<file path="config.mk">
export PLATFORM = sky130hd
export DESIGN_NAME = smp_table
export DESIGN_NICKNAME = d
export VERILOG_FILES = /design/src/inc/smp_pkg.sv /design/src/inc/smp_rom_if.sv /design/src/core/smp_rom.sv /design/src/core/smp_table.sv
export SDC_FILE = /design/constraint.sdc
export NUM_CORES = 1
export LEC_CHECK = 0
export BUFFER_PORTS_ARGS = -buffer_cell sky130_fd_sc_hd__buf_2
export CORE_UTILIZATION = 52
export CTS_BUF_LIST = sky130_fd_sc_hd__clkbuf_16
export CTS_CLUSTER_SIZE = 24
export DETAILED_ROUTE_END_ITERATION = 7
export HOLD_SLACK_MARGIN = 0.06
export PLACE_DENSITY_LB_ADDON = 0.25
export SYNTH_ARGS = -nofsm -noshare
export SYNTH_HDL_FRONTEND = slang
export SYNTH_SLANG_ARGS = --single-unit
</file>
<file path="constraint.sdc">
create_clock -name I_SYS_CLK -period 2.45 [get_ports I_SYS_CLK]
set_clock_uncertainty 0.2 [all_clocks]
set_input_delay 0.245 -clock I_SYS_CLK [delete_from_list [all_inputs] [get_ports I_SYS_CLK]]
set_output_delay 0.245 -clock I_SYS_CLK [all_outputs]
set_load 0.02 [all_outputs]
</file>
<file path="src/inc/smp_pkg.sv">
// shared constants for the sector map protection table block
package smp_pkg;
  // ************************************************
  // table geometry
  // ************************************************
  localparam int ADDR_W = 12;
  localparam logic [11:0] TBL_BASE = 12'h250;
  localparam logic [11:0] TBL_LAST = 12'h25F;
  localparam logic [11:0] SEC4_TYPE_ADDR = 12'h258;
  localparam logic [11:0] SEC4_CNT_ADDR = 12'h259;
  localparam logic [11:0] SEC4_FIRST_ADDR = 12'h25A;
  localparam logic [11:0] SEC4_LAST_ADDR = 12'h25B;
  localparam logic [11:0] SEC5_TYPE_ADDR = 12'h25C;
  localparam logic [11:0] SEC5_CNT_ADDR = 12'h25D;
  localparam logic [11:0] SEC5_FIRST_ADDR = 12'h25E;
  localparam logic [11:0] SEC5_LAST_ADDR = 12'h25F;
  // ************************************************
  // table contents
  // ************************************************
  localparam logic [7:0] SEC4_TYPE_VAL = 8'h03;
  localparam logic [7:0] SEC4_CNT_VAL = 8'h00;
  localparam logic [7:0] SEC4_FIRST_VAL = 8'hFE;
  localparam logic [7:0] SEC4_LAST_VAL = 8'hFE;
  localparam logic [7:0] SEC5_TYPE_VAL = 8'h02;
  localparam logic [7:0] SEC5_CNT_VAL = 8'h02;
  localparam logic [7:0] SEC5_FIRST_VAL = 8'h07;
  localparam logic [7:0] SEC5_LAST_VAL = 8'h0E;
  localparam logic [7:0] UNMAPPED_VAL = 8'hFF;
  // sector type codes and where their sizes live
  localparam logic [7:0] TYPE1_CODE = 8'h01;
  localparam logic [7:0] TYPE2_CODE = 8'h02;
  localparam logic [7:0] TYPE3_CODE = 8'h03;
  localparam logic [7:0] TYPE4_CODE = 8'h04;
  localparam logic [11:0] TYPE1_SIZE_ADDR = 12'h04C;
  localparam logic [11:0] TYPE2_SIZE_ADDR = 12'h04E;
  localparam logic [11:0] TYPE3_SIZE_ADDR = 12'h050;
  localparam logic [11:0] TYPE4_SIZE_ADDR = 12'h052;
  localparam logic [3:0] DENSITY_M = 4'h6;
  // ************************************************
  // bus register map
  // ************************************************
  localparam logic [11:0] REG_ADDR = 12'h000;
  localparam logic [11:0] REG_DATA = 12'h004;
  localparam logic [11:0] REG_POS = 12'h008;
  localparam logic [11:0] REG_INFO = 12'h00C;
  localparam logic [1:0] HTRANS_NONSEQ = 2'h2;
  localparam logic [1:0] HTRANS_SEQ = 2'h3;
  typedef enum logic [1:0]
  {
    SMP_IDLE = 2'b00,
    SMP_FETCH = 2'b01,
    SMP_DONE = 2'b10
  } smp_state_type;
endpackage

</file>
<file path="src/inc/smp_rom_if.sv">
// lookup port between the table controller and the table memory
interface smp_rom_if;
  logic [11:0] addr;
  logic rd;
  logic [7:0] data;
  logic hit;
  modport ctrl (output addr, output rd, input data, input hit);
  modport rom (input addr, input rd, output data, output hit);
endinterface

</file>
<file path="src/core/smp_rom.sv">
// registered parameter table memory for the upper map sections
module smp_rom
  import smp_pkg::*;
(
  input wire logic i_clk,
  input wire logic i_reset_n,
  smp_rom_if.rom port
);
  logic [7:0] lut_data;
  logic lut_hit;
  logic [7:0] data;
  logic hit;

  // ************************************************
  // content, four bytes per section in address order
  // ************************************************
  always_comb
  begin
    lut_hit = 1'b1;
    case (port.addr)
      SEC4_TYPE_ADDR: lut_data = SEC4_TYPE_VAL;
      SEC4_CNT_ADDR: lut_data = SEC4_CNT_VAL;
      SEC4_FIRST_ADDR: lut_data = SEC4_FIRST_VAL;
      SEC4_LAST_ADDR: lut_data = SEC4_LAST_VAL;
      SEC5_TYPE_ADDR: lut_data = SEC5_TYPE_VAL;
      SEC5_CNT_ADDR: lut_data = SEC5_CNT_VAL;
      SEC5_FIRST_ADDR: lut_data = SEC5_FIRST_VAL;
      SEC5_LAST_ADDR: lut_data = SEC5_LAST_VAL;
      default:
      begin
        // no 4-Kbyte uniform section is ever listed
        lut_data = UNMAPPED_VAL;
        lut_hit = 1'b0;
      end
    endcase
  end

  always_ff @(posedge i_clk or negedge i_reset_n)
  begin
    if (!i_reset_n)
    begin
      data <= 8'h00;
      hit <= 1'b0;
    end
    else if (port.rd)
    begin
      data <= lut_data;
      hit <= lut_hit;
    end
  end

  assign port.data = data;
  assign port.hit = hit;
endmodule

</file>
<file path="src/core/smp_table.sv">
// sector map and protection bit table reachable over an AHB-Lite slave
// How it works
// - byte 258H returns 03H, section four is 32-Kbyte blocks.
// - byte 259H returns 00H, section four holds one block.
// - bytes 25AH and 25BH both return FEH, adder minus two.
// - byte 25CH returns 02H, section five is 8-Kbyte top blocks.
// - byte 25DH returns 02H, section five holds four blocks.
// - byte 25EH returns 07H, first protect bit adder plus seven.
// - byte 25FH returns 0EH, last protect bit adder plus fourteen.
// - in the top section odd bits lock reads, even bits lock writes.
// - type codes 1 to 4 point at size entries 4CH to 52H.
// - protect bits step by one from first to last, one per block, two per block in the top section.
// - uniform 4-Kbyte sectors never appear in any section.
// - each section is one contiguous run of equal-size blocks.
// - sections are listed in ascending address order.
//
// The AHB-Lite slave port and the address map were left to the implementer.
module smp_table
  import smp_pkg::*;
(
  input wire logic I_SYS_CLK,
  input wire logic I_RESET_N,
  input wire logic I_HSEL,
  input wire logic [31:0] I_HADDR,
  input wire logic [1:0] I_HTRANS,
  input wire logic I_HWRITE,
  input wire logic [2:0] I_HSIZE,
  input wire logic [31:0] I_HWDATA,
  input wire logic I_HREADY,
  output logic [31:0] O_HRDATA,
  output logic O_HREADYOUT,
  output logic O_HRESP
);
  import smp_pkg::*;

  smp_rom_if rom_bus();
  smp_state_type state;
  smp_state_type next_state;
  logic [11:0] lookup_addr;
  logic [7:0] last_data;
  logic last_hit;
  logic [7:0] pos;
  logic pos_valid;
  logic [11:0] size_addr;
  logic [11:0] ph_addr;
  logic ph_write;
  logic [11:0] last_addr;
  logic [11:0] fetch_addr;
  logic [31:0] rdata;

  // ************************************************
  // helpers
  // ************************************************
  // protect bit position for a stored byte; 00H stands for bit zero itself
  function automatic logic [7:0] bit_pos(input logic [7:0] adder);
    logic [7:0] base;
    base = 8'((9'h001 << DENSITY_M) + 9'h001);
    if (adder == 8'h00)
      bit_pos = 8'h00;
    else
      bit_pos = 8'(base + adder);
  endfunction

  function automatic logic [11:0] type_size_addr(input logic [7:0] code);
    case (code)
      TYPE1_CODE: type_size_addr = TYPE1_SIZE_ADDR;
      TYPE2_CODE: type_size_addr = TYPE2_SIZE_ADDR;
      TYPE3_CODE: type_size_addr = TYPE3_SIZE_ADDR;
      TYPE4_CODE: type_size_addr = TYPE4_SIZE_ADDR;
      default: type_size_addr = 12'h000;
    endcase
  endfunction

  // ************************************************
  // bus address phase
  // ************************************************
  wire access = I_HSEL && I_HREADY && (I_HTRANS == HTRANS_NONSEQ || I_HTRANS == HTRANS_SEQ);
  wire addr_wr = ph_write && (ph_addr == REG_ADDR);
  wire data_rd_start = access && !I_HWRITE && (I_HADDR[11:0] == REG_DATA);
  wire read_start = access && !I_HWRITE;

  always_ff @(posedge I_SYS_CLK or negedge I_RESET_N)
  begin
    if (!I_RESET_N)
    begin
      ph_addr <= 12'h000;
      ph_write <= 1'b0;
    end
    else if (O_HREADYOUT)
    begin
      ph_addr <= I_HADDR[11:0];
      ph_write <= access && I_HWRITE;
    end
  end

  // ************************************************
  // lookup sequencer
  // ************************************************
  // a read of the data register stalls one cycle while the registered memory answers
  always_comb
  begin
    next_state = state;
    case (state)
      SMP_IDLE: if (data_rd_start) next_state = SMP_FETCH;
      SMP_FETCH: next_state = SMP_DONE;
      // a data read may follow straight on in the last cycle of the one before
      SMP_DONE: next_state = data_rd_start ? SMP_FETCH : SMP_IDLE;
      default: next_state = SMP_IDLE;
    endcase
  end

  always_ff @(posedge I_SYS_CLK or negedge I_RESET_N)
  begin
    if (!I_RESET_N)
      state <= SMP_IDLE;
    else
      state <= next_state;
  end

  // a pointer written just before the read is passed straight to the memory
  assign fetch_addr = addr_wr ? I_HWDATA[11:0] : lookup_addr;
  assign rom_bus.addr = fetch_addr;
  assign rom_bus.rd = data_rd_start;

  smp_rom u_rom
  (
    .i_clk(I_SYS_CLK),
    .i_reset_n(I_RESET_N),
    .port(rom_bus.rom)
  );

  // ************************************************
  // software visible state
  // ************************************************
  always_ff @(posedge I_SYS_CLK or negedge I_RESET_N)
  begin
    if (!I_RESET_N)
      lookup_addr <= TBL_BASE;
    else if (addr_wr)
      lookup_addr <= I_HWDATA[11:0];
    else if (state == SMP_FETCH)
      lookup_addr <= 12'(lookup_addr + 12'h001);
  end

  always_ff @(posedge I_SYS_CLK or negedge I_RESET_N)
  begin
    if (!I_RESET_N)
    begin
      last_data <= 8'h00;
      last_hit <= 1'b0;
      last_addr <= 12'h000;
    end
    else if (state == SMP_FETCH)
    begin
      last_data <= rom_bus.data;
      last_hit <= rom_bus.hit;
      last_addr <= lookup_addr;
    end
  end

  // first/last bytes carry adders; decode them for software convenience
  // offsets two and three of a section hold the first and last adders
  wire adder_field = last_addr[1];
  // only the 8-Kbyte top section splits its protect bits into read and write locks
  wire top_section = (last_addr[11:2] == SEC5_TYPE_ADDR[11:2]);
  assign pos = bit_pos(last_data);
  assign pos_valid = last_hit && adder_field;
  wire lock_en = pos_valid && top_section;
  assign size_addr = type_size_addr(last_data);

  // ************************************************
  // read data
  // ************************************************
  always_comb
  begin
    case (I_HADDR[11:0])
      REG_ADDR: rdata = {20'h00000, fetch_addr};
      REG_DATA: rdata = {24'h000000, rom_bus.data};
      // bit 8 flags a read-lock position (odd), bit 9 a write-lock (even)
      REG_POS: rdata = {22'h000000, lock_en && !pos[0], lock_en && pos[0], pos};
      REG_INFO: rdata = {19'h00000, last_hit, size_addr};
      default: rdata = 32'h00000000;
    endcase
  end

  always_ff @(posedge I_SYS_CLK or negedge I_RESET_N)
  begin
    if (!I_RESET_N)
      O_HRDATA <= 32'h00000000;
    else if (state == SMP_FETCH)
      O_HRDATA <= {24'h000000, rom_bus.data};
    else if (read_start && O_HREADYOUT)
      O_HRDATA <= rdata;
  end
  // read data is loaded at the address phase, or when the memory answers,
  // so that it stands in the last cycle of every data phase

  // data register reads stretch until the memory has answered
  assign O_HREADYOUT = (state == SMP_IDLE) || (state == SMP_DONE);
  assign O_HRESP = 1'b0;
endmodule

</file>
==> impl_summary.md <==
Timing
The minimum period implied by the final worst setup slack is 2.312 ns. At the pin with the least slew margin, the transition time is 0.8483 ns. Setup repair after global routing left no endpoint under its margin. The fmax is 432.6 MHz. The worst hold slack across all endpoints is 0.08601 ns. The count of final hold-check violations came to 0. Headroom to the max-slew limit came out at 0.4324. The number of slew-limit violations in the final report was 0. Setup violations remaining at the end of the flow were counted as 0. Dividing the final minimum period by the clock period gives 0.9435. The summed negative setup slack over all endpoints is 0 ns.

Outcome
The flow ran to the end, but the final reports show violations. The checks that failed: design-rule violations.

Yosys
Measured against the total synthesized area, the mux share comes to 0.1132. The post-synthesis instance area is 3516 um2. The dominant combinational cell family by area after synthesis is simple AND/OR/NAND/NOR gates. The post-synthesis sequential element count is 63. Of the total synthesized cell area, the portion taken by full adders, half adders and majority gates is 0.01779. The count of different cell masters after synthesis is 59. Of the total synthesized cell area, the portion taken by AND, OR, NAND and NOR gates is 0.1719. The number of flops mapped to enable cells by yosys is 0. The most used flip-flop cell after synthesis is sky130_fd_sc_hd__dfrtp_1. The share of synthesized area occupied by flip-flops and latches is 0.4495. The share of synthesized area in the top cell type comes to 0.4270. Ranked by instance count, the synthesized netlist is headed by 60 x sky130_fd_sc_hd__dfrtp_1, 38 x sky130_fd_sc_hd__nand2_1, 26 x sky130_fd_sc_hd__mux2_2. Yosys instantiated no cell more often than sky130_fd_sc_hd__dfrtp_1. By area the synthesized netlist is led by sky130_fd_sc_hd__dfrtp_1 43%, sky130_fd_sc_hd__mux2_2 8.3%, sky130_fd_sc_hd__buf_4 4.3%. Of the total synthesized cell area, the portion taken by XOR and XNOR cells is 0.03737. The synthesized instance count is 349.

The dominant cell type by area after synthesis is sky130_fd_sc_hd__dfrtp_1. After synthesis, the mean cell area works out to 10.07 um2. After synthesis, the share of flip-flops with an asynchronous set or reset is 1.000. The complex-gate fraction of the synthesized area is 0.1327. The number of warnings printed during yosys synthesis is 0.

Clocking
Buffers inserted during clock tree synthesis total 9. The root buffer cell is sky130_fd_sc_hd__clkbuf_16. The later pin in the worst-skew pair is clocked with a latency of 0.33 ns. TritonCTS built the clock tree.

The clock drives 63 sinks. CTS built an H-tree with a depth of 3. The clock-pin slew of the registers on the worst-case setup and hold paths is 0.05 ns.

Counting along the longest clock path gives a buffer depth of 2.

Critical path
On the worst path, the slowest cell contributes a delay of 0.53 ns. Walking the worst path, the cells encountered are dlygate4sd3_1 -> buf_2 -> or4_4 -> nor4_4 -> buf_6 -> buf_4 -> nand2_1 -> a21oi_1 -> or3_1. The number of cell instances on the worst register-to-register path is 6. The largest delay contributor family on the critical path is simple AND/OR/NAND/NOR gates.

The setup check on the worst reg-to-reg path leaves a slack of 0.18 ns. Of all nets on the critical path, the largest fanout is 5. STA classifies the critical path startpoint as an input pin. The slowest stage of the critical path belongs to the cell sky130_fd_sc_hd__dlygate4sd3_1.

In this run the number of cells on the critical path is 9. STA classifies the critical path endpoint as a register. The data required time of the critical path is 2.51 ns. The critical path is of the in -> reg type.

The critical path contains buffers and inverters numbering 4 combined. The data arrival at the endpoint of the critical path is 2.38 ns.

Global routing
The largest net degree at the start of global routing is 37. After global routing the overflow that remains totals 0. For this run, the total global-route usage over all layers was measured as 0.2503. The wire length of the first global-routing pass is 13780 um.

The number of antenna violations at the first check in global routing came to 0. The via count of the first global-routing pass is 2868.

Floorplan
The floorplan has 29 rows. The die is 84.23 um wide. The initial utilization of the core area, before any placement, comes to 0.5474.

The die covers 7094 um2. The die is 84.23 um tall. The I/O pin count is 108. After floorplanning, the core was sized to cover 6422 um2.

Power
Summed over all cells, the static leakage comes to 2.003 nW. The worst-case vdd ir drop is 0.4426 mV. The power per cell area is 564.0 nW/um2. The design draws 2.453 mW.

Final layout
In the final layout, the multi-input gates occupy 1772 um2. The number of antenna cells inserted is 0. The number of filler cells placed in the layout is 494. The share of cells above drive strength 1 is 0.2671. The layout overhead on the synthesized area is 23.70%. Measured on the finished design, the core utilization comes to 0.6772. The net count of the finished layout is 497. Across the whole layout, storage elements account for 1580 um2.

Placement
During placement, the flow inserted port buffers numbering 43. The global placer's final weighted congestion is 0.8823. The final HPWL from detailed placement is 5793 um.

Flow run
Across the run, the number of max-cap violations was 0.

Route
The first TritonRoute pass finished after 7 iterations. The first routing iteration left 181 violations. The final wirelength is 8194 um. For this run, design rule violations remaining after detail routing come to 10.

The number of nets still failing antenna checks after routing is 0. The mean routed wirelength per cell is 16.39 um. After detailed routing, the number of vias per cell comes to 5.828.

The total number of vias is 2914.

Hold path
The worst hold path belongs to the class in -> reg. The number of cells traversed by the worst hold path is 3.
## placed cells by master (no fill, tap or decap), types with 3 or more instances in the layout
master,n
sky130_fd_sc_hd__nand2_1,38
sky130_fd_sc_hd__nand4b_1,3
sky130_fd_sc_hd__nor2_1,17
sky130_fd_sc_hd__buf_4,13
sky130_fd_sc_hd__nand4_1,10
sky130_fd_sc_hd__nor2b_1,5
sky130_fd_sc_hd__clkbuf_16,9
sky130_fd_sc_hd__ha_1,5
sky130_fd_sc_hd__conb_1,20
sky130_fd_sc_hd__a21o_1,3
sky130_fd_sc_hd__dfrtp_1,60
sky130_fd_sc_hd__nor3_1,3
sky130_fd_sc_hd__dfstp_2,3
sky130_fd_sc_hd__mux2i_1,9
sky130_fd_sc_hd__a2111o_1,3
sky130_fd_sc_hd__dlygate4sd3_1,23
sky130_fd_sc_hd__xnor2_1,7
sky130_fd_sc_hd__and4_1,3
sky130_fd_sc_hd__a21oi_1,11
sky130_fd_sc_hd__nand3_1,8
sky130_fd_sc_hd__buf_2,42
sky130_fd_sc_hd__nor3b_1,3
sky130_fd_sc_hd__inv_1,6
sky130_fd_sc_hd__a22oi_1,3
sky130_fd_sc_hd__xor2_1,8
sky130_fd_sc_hd__o21ai_0,24
sky130_fd_sc_hd__mux2_2,26
sky130_fd_sc_hd__o211ai_1,3
sky130_fd_sc_hd__a21boi_0,4
## report_power, final
part / internal, mW / switching, mW / leakage (nW)
registers: 1.06 / 0.00945 / 0.793
logic: 0.0655 / 0.0987 / 1.07
clock network: 0.777 / 0.446 / 0.140
## worst paths after layout
kind                              start            endpoint
max                          I_HADDR[9]         O_HRDATA[3]
min                         I_HWDATA[1]      lookup_addr[1]
max reg2reg                  ph_addr[1]  u_rom.port.data[3]
min reg2reg                O_HRDATA[10]        O_HRDATA[10]
max in group asynchronous     I_RESET_N        last_addr[4]
min in group asynchronous     I_RESET_N        last_data[3]
## final cells by class
type | instances | area share
Clock buffer | 9 | 0.05178
Tap cell | 77 | 0.02215
Clock inverter | 7 | 0.01467
Inverter | 6 | 0.005178
Sequential cell | 63 | 0.3633
Multi-Input combinational cell | 257 | 0.4074
Timing Repair Buffer | 81 | 0.1355
## sequential cells by signal, summed over array words and instances (netlist names)
signal and cells:
last_hit 1, O_HRDATA 13, ph_addr 12, u_rom.port.data 5, ph_write 1, state 2, last_addr 11, lookup_addr 12
last_data 5, u_rom.port.hit 1
## worst min-delay path: cells and delay by family
kind                   cells  cell delay (ns)
AOI/OAI and AO/OA          1             0.09
and+or+nand+nor            1             0.07
buffers and inverters      1             0.15
## cell families after synthesis
group	after synthesis
and+or+nand+nor	111
DFF	63
other	1
buffers and inverters	48
adders and majority gates	5
AOI/OAI and AO/OA	70
muxes	36
xor gates and xnor gates	15
## layer usage
metal | vias up | global-route usage | wire (um)
met3 | 21 | 0.03441 | 500
met2 | 121 | 0.3949 | 3833
met4 | 0 | 0.1238 | 221
met5 | - | 0 | 0
met1 | 1414 | 0.3412 | 3638
li1 | 1358 | - | -
## what timing repair did
item,CTS,global route
setup endpoints to repair,0,15
hold buffers,23,0
resized for setup,0,6
buffers inserted,0,2
hold endpoints to repair,45,0
## metrics by stage
| step | instance area [um2] | setup slack (ns) | cells |
|---|---|---|---|
| 2_1_floorplan | 3587 | 0.3782 | 368 |
| 3_3_place_gp | 3785 | 0.1675 | 460 |
| 3_5_place_dp | 3785 | 0.09385 | 460 |
| 4_1_cts | 4304 | 0.02039 | 499 |
| 5_1_grt | 4349 | 0.04847 | 500 |
| 6_report | 4349 | 0.1384 | 500 |
Note: power is estimated with default switching activity, not from simulation.
